[config.mk]
export PLATFORM = sky130hd
export DESIGN_NAME = tws_slave_tx
export DESIGN_NICKNAME = d
export VERILOG_FILES = /design/src/tws_pkg.sv /design/src/tws_slave_tx.sv
export SDC_FILE = /design/constraint.sdc
export NUM_CORES = 1
export LEC_CHECK = 0
export BUFFER_PORTS_ARGS = -buffer_cell sky130_fd_sc_hd__buf_2
export CAP_MARGIN = 20
export CORE_UTILIZATION = 50
export DETAILED_ROUTE_END_ITERATION = 8
export PLACE_DENSITY = 0.7
export SLEW_MARGIN = 20
export SYNTH_ARGS = -nofsm -noshare
export SYNTH_HDL_FRONTEND = slang
export SYNTH_SLANG_ARGS = --single-unit
[constraint.sdc]
create_clock -name clk -period 4.4 [get_ports clk]
set_input_delay 0 -clock clk [delete_from_list [all_inputs] [get_ports clk]]
set_output_delay 0 -clock clk [all_outputs]
set_load 0.01 [all_outputs]
[src/tws_pkg.sv]
// constants for the two-wire slave transmitter unit
package tws_pkg;
  // register offsets on the plain port
  localparam logic [1:0] ADDR_CONTROL = 2'h0;
  localparam logic [1:0] ADDR_STATUS  = 2'h1;
  localparam logic [1:0] ADDR_DATA    = 2'h2;
  localparam logic [1:0] ADDR_OWN     = 2'h3;
  // control register bit positions
  localparam int BIT_ACK   = 2;
  localparam int BIT_INT   = 3;
  localparam int BIT_STOP  = 4;
  localparam int BIT_START = 5;
  localparam int BIT_ARBL  = 6;
  // status codes
  localparam logic [7:0] ST_ADDR_READ = 8'ha8;
  localparam logic [7:0] ST_ARB_READ  = 8'hb0;
  localparam logic [7:0] ST_DATA_ACK  = 8'hb8;
  localparam logic [7:0] ST_DATA_NACK = 8'hc0;
  localparam logic [7:0] ST_LAST_ACK  = 8'hc8;
  localparam logic [7:0] ST_IDLE      = 8'hf8;
  localparam logic [7:0] ST_BUS_ERROR = 8'h00;
  localparam logic [7:0] GC_ADDR      = 8'h00;
  // reset values
  localparam logic [7:0] CONTROL_RESET = 8'h00;
  localparam logic [7:0] OWN_RESET     = 8'h00;
  localparam logic [7:0] DATA_RESET    = 8'hff;
  typedef enum logic [2:0] {
    TWS_IDLE, TWS_ADDR, TWS_ACK_OUT, TWS_WAIT_SW, TWS_TX, TWS_ACK_IN,
    TWS_SKIP
  } tws_state_t;
endpackage : tws_pkg

[src/tws_slave_tx.sv]
// two-wire slave transmitter with status codes and bus error handling
//
// The strobed register port and the register addresses were decided locally.
`timescale 1ns/1ps
module tws_slave_tx (
  input  wire logic       clk,
  input  wire logic       reset,
  input  wire logic [1:0] reg_addr,
  input  wire logic [7:0] reg_wdata,
  input  wire logic       reg_write,
  input  wire logic       reg_read,
  output logic      [7:0] reg_rdata,
  input  wire logic       scl_in,
  output logic            scl_out,
  output logic            scl_oe_n,
  input  wire logic       sda_in,
  output logic            sda_out,
  output logic            sda_oe_n,
  output logic            start_pending
);
  // pin synchronisers: first stage feeds only the second
  logic [1:0] scl_sync;
  logic [1:0] sda_sync;
  logic       scl_q;
  logic       sda_q;
  always_ff @(posedge clk or posedge reset) begin
    if (reset) begin
      scl_sync <= 2'h3;
      sda_sync <= 2'h3;
      scl_q    <= 1'b1;
      sda_q    <= 1'b1;
    end else begin
      scl_sync <= {scl_sync[0], scl_in};
      sda_sync <= {sda_sync[0], sda_in};
      scl_q    <= scl_sync[1];
      sda_q    <= sda_sync[1];
    end
  end

  // edge and condition detection on synchronised lines
  wire scl_s     = scl_sync[1];
  wire sda_s     = sda_sync[1];
  wire scl_rise  = scl_s & ~scl_q;
  wire scl_fall  = ~scl_s & scl_q;
  wire start_det = scl_s & scl_q & sda_q & ~sda_s;
  wire stop_det  = scl_s & scl_q & ~sda_q & sda_s;

  tws_pkg::tws_state_t state;
  tws_pkg::tws_state_t next_state;
  logic [7:0] serial_control_reg;
  logic [7:0] status_code_reg;
  logic [7:0] shift_data_reg;
  logic [7:0] own_address_reg;
  logic [7:0] shifter;
  logic [3:0] bit_cnt;
  logic       last_byte;
  logic       bus_busy;
  logic       drive_sda_low;

  wire ack_enable_flag     = serial_control_reg[tws_pkg::BIT_ACK];
  wire int_flag            = serial_control_reg[tws_pkg::BIT_INT];
  wire stop_request_flag   = serial_control_reg[tws_pkg::BIT_STOP];
  wire start_request_flag  = serial_control_reg[tws_pkg::BIT_START];
  wire arb_lost_flag       = serial_control_reg[tws_pkg::BIT_ARBL];
  wire general_call_enable = own_address_reg[0];

  // software writes to the control, data and own address registers
  wire ctl_wr  = reg_write & (reg_addr == tws_pkg::ADDR_CONTROL);
  wire data_wr = reg_write & (reg_addr == tws_pkg::ADDR_DATA);
  wire own_wr  = reg_write & (reg_addr == tws_pkg::ADDR_OWN);
  // clearing the interrupt flag releases the held state
  wire int_clear = ctl_wr & int_flag & ~reg_wdata[tws_pkg::BIT_INT];
  wire recover   = int_clear & reg_wdata[tws_pkg::BIT_STOP];

  // address match: own address only when acknowledge enabled, general call also needs its own enable
  wire [6:0] addr_rx = shifter[7:1];
  wire own_hit = (addr_rx == own_address_reg[7:1]) & ack_enable_flag;
  wire gc_hit  = (shifter == tws_pkg::GC_ADDR) & general_call_enable
               & ack_enable_flag;
  // read direction only enters slave transmit; writes are not this block
  wire rd_hit  = own_hit & shifter[0];
  // involved in a transfer (unused); in a data byte or acknowledge frame an illegal start or stop is a bus error
  wire involved = (state != tws_pkg::TWS_IDLE) & (state != tws_pkg::TWS_SKIP)
                & (state != tws_pkg::TWS_ADDR);
  wire in_frame  = (state == tws_pkg::TWS_TX) | (state == tws_pkg::TWS_ACK_IN)
                 | (state == tws_pkg::TWS_ACK_OUT);
  wire bus_err   = in_frame & (start_det | stop_det);

  // next state of the serial engine
  always_comb begin
    next_state = state;
    if (bus_err) begin
      next_state = tws_pkg::TWS_IDLE;
    end else if (start_det) begin
      next_state = tws_pkg::TWS_ADDR;
    end else if (stop_det) begin
      next_state = tws_pkg::TWS_IDLE;
    end else begin
      unique case (state)
        tws_pkg::TWS_IDLE: next_state = tws_pkg::TWS_IDLE;
        tws_pkg::TWS_SKIP: next_state = tws_pkg::TWS_SKIP;
        tws_pkg::TWS_ADDR: begin
          if (scl_fall && bit_cnt == 4'h8)
            next_state = rd_hit ? tws_pkg::TWS_ACK_OUT : tws_pkg::TWS_SKIP;
        end
        tws_pkg::TWS_ACK_OUT: begin
          if (scl_fall) next_state = tws_pkg::TWS_WAIT_SW;
        end
        tws_pkg::TWS_WAIT_SW: begin
          // after c0h/c8h the clear drops the role; later clocks read ones
          if (int_clear)
            next_state = leaving ? tws_pkg::TWS_SKIP
                                 : tws_pkg::TWS_TX;
        end
        tws_pkg::TWS_TX: begin
          if (scl_fall && bit_cnt == 4'h7) next_state = tws_pkg::TWS_ACK_IN;
        end
        tws_pkg::TWS_ACK_IN: begin
          if (scl_rise) next_state = tws_pkg::TWS_WAIT_SW;
        end
      endcase
    end
    if (recover) next_state = tws_pkg::TWS_IDLE;
  end

  // state, bit counter and shifter
  always_ff @(posedge clk or posedge reset) begin
    if (reset) begin
      state   <= tws_pkg::TWS_IDLE;
      bit_cnt <= 4'h0;
      shifter <= 8'h00;
    end else begin
      state <= next_state;
      if (start_det) begin
        bit_cnt <= 4'h0;
      end else if (state == tws_pkg::TWS_ADDR && scl_rise) begin
        shifter <= {shifter[6:0], sda_s};
        bit_cnt <= bit_cnt + 4'h1;
      end else if (state == tws_pkg::TWS_WAIT_SW && int_clear) begin
        shifter <= shift_data_reg;
        bit_cnt <= 4'h0;
      end else if (state == tws_pkg::TWS_TX && scl_fall) begin
        shifter <= {shifter[6:0], 1'b1};
        bit_cnt <= bit_cnt + 4'h1;
      end
    end
  end

  // bus free tracking for the deferred start request
  always_ff @(posedge clk or posedge reset) begin
    if (reset) bus_busy <= 1'b0;
    else if (start_det) bus_busy <= 1'b1;
    else if (stop_det) bus_busy <= 1'b0;
  end

  // control, status and data registers
  always_ff @(posedge clk or posedge reset) begin
    if (reset) begin
      serial_control_reg <= tws_pkg::CONTROL_RESET;
      status_code_reg    <= tws_pkg::ST_IDLE;
      shift_data_reg     <= tws_pkg::DATA_RESET;
      own_address_reg    <= tws_pkg::OWN_RESET;
      last_byte          <= 1'b0;
    end else begin
      if (own_wr) own_address_reg <= reg_wdata;
      if (data_wr) shift_data_reg <= reg_wdata;
      if (ctl_wr) serial_control_reg <= reg_wdata;
      if (int_clear) begin
        status_code_reg <= tws_pkg::ST_IDLE;
        // the same write that clears the flag chooses the last byte
        last_byte       <= ~reg_wdata[tws_pkg::BIT_ACK];
      end
      // recovery: stop flag self clears, other bits kept as written
      if (recover) begin
        serial_control_reg[tws_pkg::BIT_STOP] <= 1'b0;
      end
      // hardware events set the interrupt flag; set wins over a clear
      if (bus_err) begin
        serial_control_reg[tws_pkg::BIT_INT] <= 1'b1;
        status_code_reg <= tws_pkg::ST_BUS_ERROR;
      end else if (state == tws_pkg::TWS_ACK_OUT && scl_fall) begin
        serial_control_reg[tws_pkg::BIT_INT] <= 1'b1;
        serial_control_reg[tws_pkg::BIT_ARBL] <= 1'b0;
        status_code_reg <= arb_lost_flag ? tws_pkg::ST_ARB_READ
                                         : tws_pkg::ST_ADDR_READ;
      end else if (state == tws_pkg::TWS_ACK_IN && scl_rise) begin
        serial_control_reg[tws_pkg::BIT_INT] <= 1'b1;
        if (last_byte)
          status_code_reg <= sda_s ? tws_pkg::ST_DATA_NACK
                                   : tws_pkg::ST_LAST_ACK;
        else
          status_code_reg <= sda_s ? tws_pkg::ST_DATA_NACK
                                   : tws_pkg::ST_DATA_ACK;
      end
      // start request bit self clears once the bus is free and the interrupt flag is clear
      if (start_request_flag && !bus_busy && !int_flag &&
          state == tws_pkg::TWS_IDLE && !ctl_wr) begin
        serial_control_reg[tws_pkg::BIT_START] <= 1'b0;
      end
    end
  end

  // after c0h or c8h the next clear drops the addressed role
  wire leaving = (status_code_reg == tws_pkg::ST_DATA_NACK) |
                 (status_code_reg == tws_pkg::ST_LAST_ACK);
  wire unused_involved = involved;

  // line drive: ack on address, data bits, clock stretch while flagged except after c0h/c8h
  always_ff @(posedge clk or posedge reset) begin
    if (reset) drive_sda_low <= 1'b0;
    else if (recover || bus_err) drive_sda_low <= 1'b0;
    else if (state == tws_pkg::TWS_ACK_OUT) drive_sda_low <= 1'b1;
    else if (state == tws_pkg::TWS_TX && !leaving)
      drive_sda_low <= ~shifter[7];
    else drive_sda_low <= 1'b0;
  end
  wire hold_scl = (state == tws_pkg::TWS_WAIT_SW) & int_flag & ~leaving
                & ~scl_s;
  logic scl_low;
  always_ff @(posedge clk or posedge reset) begin
    if (reset) scl_low <= 1'b0;
    else scl_low <= hold_scl;
  end
  assign scl_out       = 1'b0;
  assign sda_out       = 1'b0;
  assign scl_oe_n      = ~scl_low;
  assign sda_oe_n      = ~drive_sda_low;
  assign start_pending = start_request_flag & bus_busy;

  // read data the cycle after the strobe
  logic [7:0] next_rdata;
  always_comb begin
    unique case (reg_addr)
      tws_pkg::ADDR_CONTROL: next_rdata = serial_control_reg;
      tws_pkg::ADDR_STATUS:  next_rdata = status_code_reg;
      tws_pkg::ADDR_DATA:    next_rdata = shift_data_reg;
      tws_pkg::ADDR_OWN:     next_rdata = own_address_reg;
    endcase
  end
  always_ff @(posedge clk or posedge reset) begin
    if (reset) reg_rdata <= 8'h00;
    else if (reg_read) reg_rdata <= next_rdata;
  end
endmodule : tws_slave_tx

==> results.cfg <==
[place]
place_hpwl_um = 4687
place_congestion = 0.8283
dp_cells = 369
dp_slack_ps = 2316
portBuffers = 26

[sta]
setup_viol = 0
setup_ws_ps = 2279
clock_skew_ps = 10.12
final_hold_viol_count = 0
slew_headroom = 0.4849
drv_slew = 0
tightest_slew_ps = 772.7
post-route-period-util = 0.4820
final.setup.tns_ps = 0
max_freq_mhz = 471.5
rsz0062_at_grt = false
finalCriticalPeriod_ps = 2121
hold_ws_ps = 153.0

[worst_setup_path]
endpoint_kind = flop
cp-start-kind = flop
worstPathMaxFanout = 16
worstSetupPathType = flop to flop
rrSetupSlack_ps = 2280
rr_startpoint = state[1]
cp-startpoint = state[1]
arrival_ps = 2360
required_ps = 4640

[drt]
wl_per_cell_um = 16.99
drcViolationCount = 0
drtPass1Iterations = 4
vias_per_cell = 5.710
drt_wl_total_um = 6744
route.vias.total = 2267
drtIter0Drc = 203
antenna_left = 0

[synth]
syn_area_sq_um = 3075
ys_async_sr_fraction = 1.000
synth-seq-cells = 62
netlist_top_cells_count = dfrtp_1 (43), nand2_1 (41), mux2_2 (23)
synth_cell_type_count = 56
avgSynthCellArea_sq_um = 11.06
synth_area_leaders = dfrtp_1 (35%), dfstp_2 (16%), mux2_2 (8.4%), nand2_1 (5.0%), mux4_2 (3.7%)
seq_area_frac_synth = 0.5122
synth-edff-count = 0
synth_top_area_frac = 0.3499
synth_area_leader_cell = dfrtp_1
synth-main-ff-cell = dfrtp_1
yosysMostFrequentCell = dfrtp_1
yosysWarnings = 0
syn-instance-count = 278

[grt]
grt_pass1_wl_um = 10870
grt_max_degree = 63
grt.overflow.total = 0
grt_use_total = 0.2346
grt_pass1_vias = 2169
antenna_found_initial = 0

[finish]
drive_gt1_frac = 0.3137
insertedDiodeCount = 0
syn2layout_area_growth_pct = 16.64
final_cells = 397
fin_nets = 335

[die]
die_h_um = 80.43
fp.dieW_um = 80.43
die_area_sq_um = 6468
rows = 28
coreArea_sq_um = 5921
start_util = 0.5194
boundaryPins = 29

[clocking]
clock-sinks = 62
cts_hold_buf = 12
numCtsBuffers = 9
cts_setup_buffers = 0
cts_resized = 0
clock_latency_ps = 340
root_buffer = clkbuf_8
cts_buffer_depth = 2
cts_max_level = 3
clk_pin_slew_worst_paths_ps = 80
tritoncts = done

[power_and_ir_drop]
p_leak_nw = 1.539
powerDensity_nw_per_um2 = 439.9
irDropWorstVdd_mv = 0.2776
power_mw = 1.578

[job]
drv_cap = 0

[hold_path]
hold_start = reg_addr[1]
hp-class = input pin to flop

[status]
status = finished, final reports clean
-- power breakdown --
part	leakage, nW	internal (mW)	switching [mW]
Sequential	0.749	0.688	0.0871
Clock	0.106	0.321	0.241
Combinational	0.684	0.131	0.111
Total	1.54	1.14	0.439
-- path summary, 6_finish.rpt --
path,to,cells past startpoint
min in group asynchronous,bit_cnt[1],4
worst min register to register,sda_sync[1],0
worst max-delay path,shifter[0],4
worst max register to register,shifter[0],4
max in group asynchronous,serial_control_reg[6],4
worst min-delay path,reg_rdata[0],3
-- critical path: stages (launching register included) --
cell      delay [ps]
dfrtp_1          640
nand3b_1         300
nor3_4           490
o21ai_2          310
o31ai_1          270
-- cells by family (layout without fill, tap and decap cells) --
logic type | after synthesis | after routing | share of synthesized area
mux | 36 | 36 | 0.1469
flops | 62 | 62 | 0.5122
simple gates | 98 | 98 | 0.1627
fa+ha+maj | 2 | 2 | 0.008135
buf+inv | 19 | 62 | 0.02970
other cells | 1 | 2 | 0.001219
compound gates | 48 | 48 | 0.1050
xor+xnor | 12 | 12 | 0.03417
-- cell usage in the layout (no fill, tap or decap), types with 3 or more instances in the layout --
cell,count
nand2_1,41
xnor2_1,4
nor2_1,19
dfstp_2,19
a22oi_1,4
xor2_1,8
nand2b_1,3
nor3_1,6
clkbuf_8,9
mux4_2,5
dlygate4sd3_1,12
nand3_1,4
o21ai_0,8
mux2i_1,8
mux2_2,23
o21ai_1,6
o21ai_2,3
a21oi_1,10
inv_1,6
nor2b_1,4
buf_2,26
dfrtp_1,43
-- routing by layer --
metal | up-vias | global-route usage | share of wire
met1 | 1100 | 0.3130 | 0.44
met4 | 0 | 0.1036 | 0.020
li1 | 1075 | - | -
met2 | 80 | 0.3703 | 0.49
met5 | - | 0 | 0
met3 | 12 | 0.04545 | 0.046
-- final cells by class --
| type | count | area [sq um] |
|---|---|---|
| clock buffer | 9 | 123.9 |
| sequential | 62 | 1575 |
| fill | 505 | 2333 |
| tap | 75 | 93.84 |
| timing repair buffer | 39 | 257.7 |
| clock inverter | 7 | 97.59 |
| inverter | 7 | 26.28 |
| multi-input combinational | 198 | 1413 |
-- stage by stage --
stage               area [sq um]  utilization
global placement            3246       0.5482
floorplan                   3079            -
global route                3587       0.6059
CTS                         3587       0.6059
detailed placement          3246       0.5482
finish                      3587       0.6059
(Power assumes the default switching activity.)
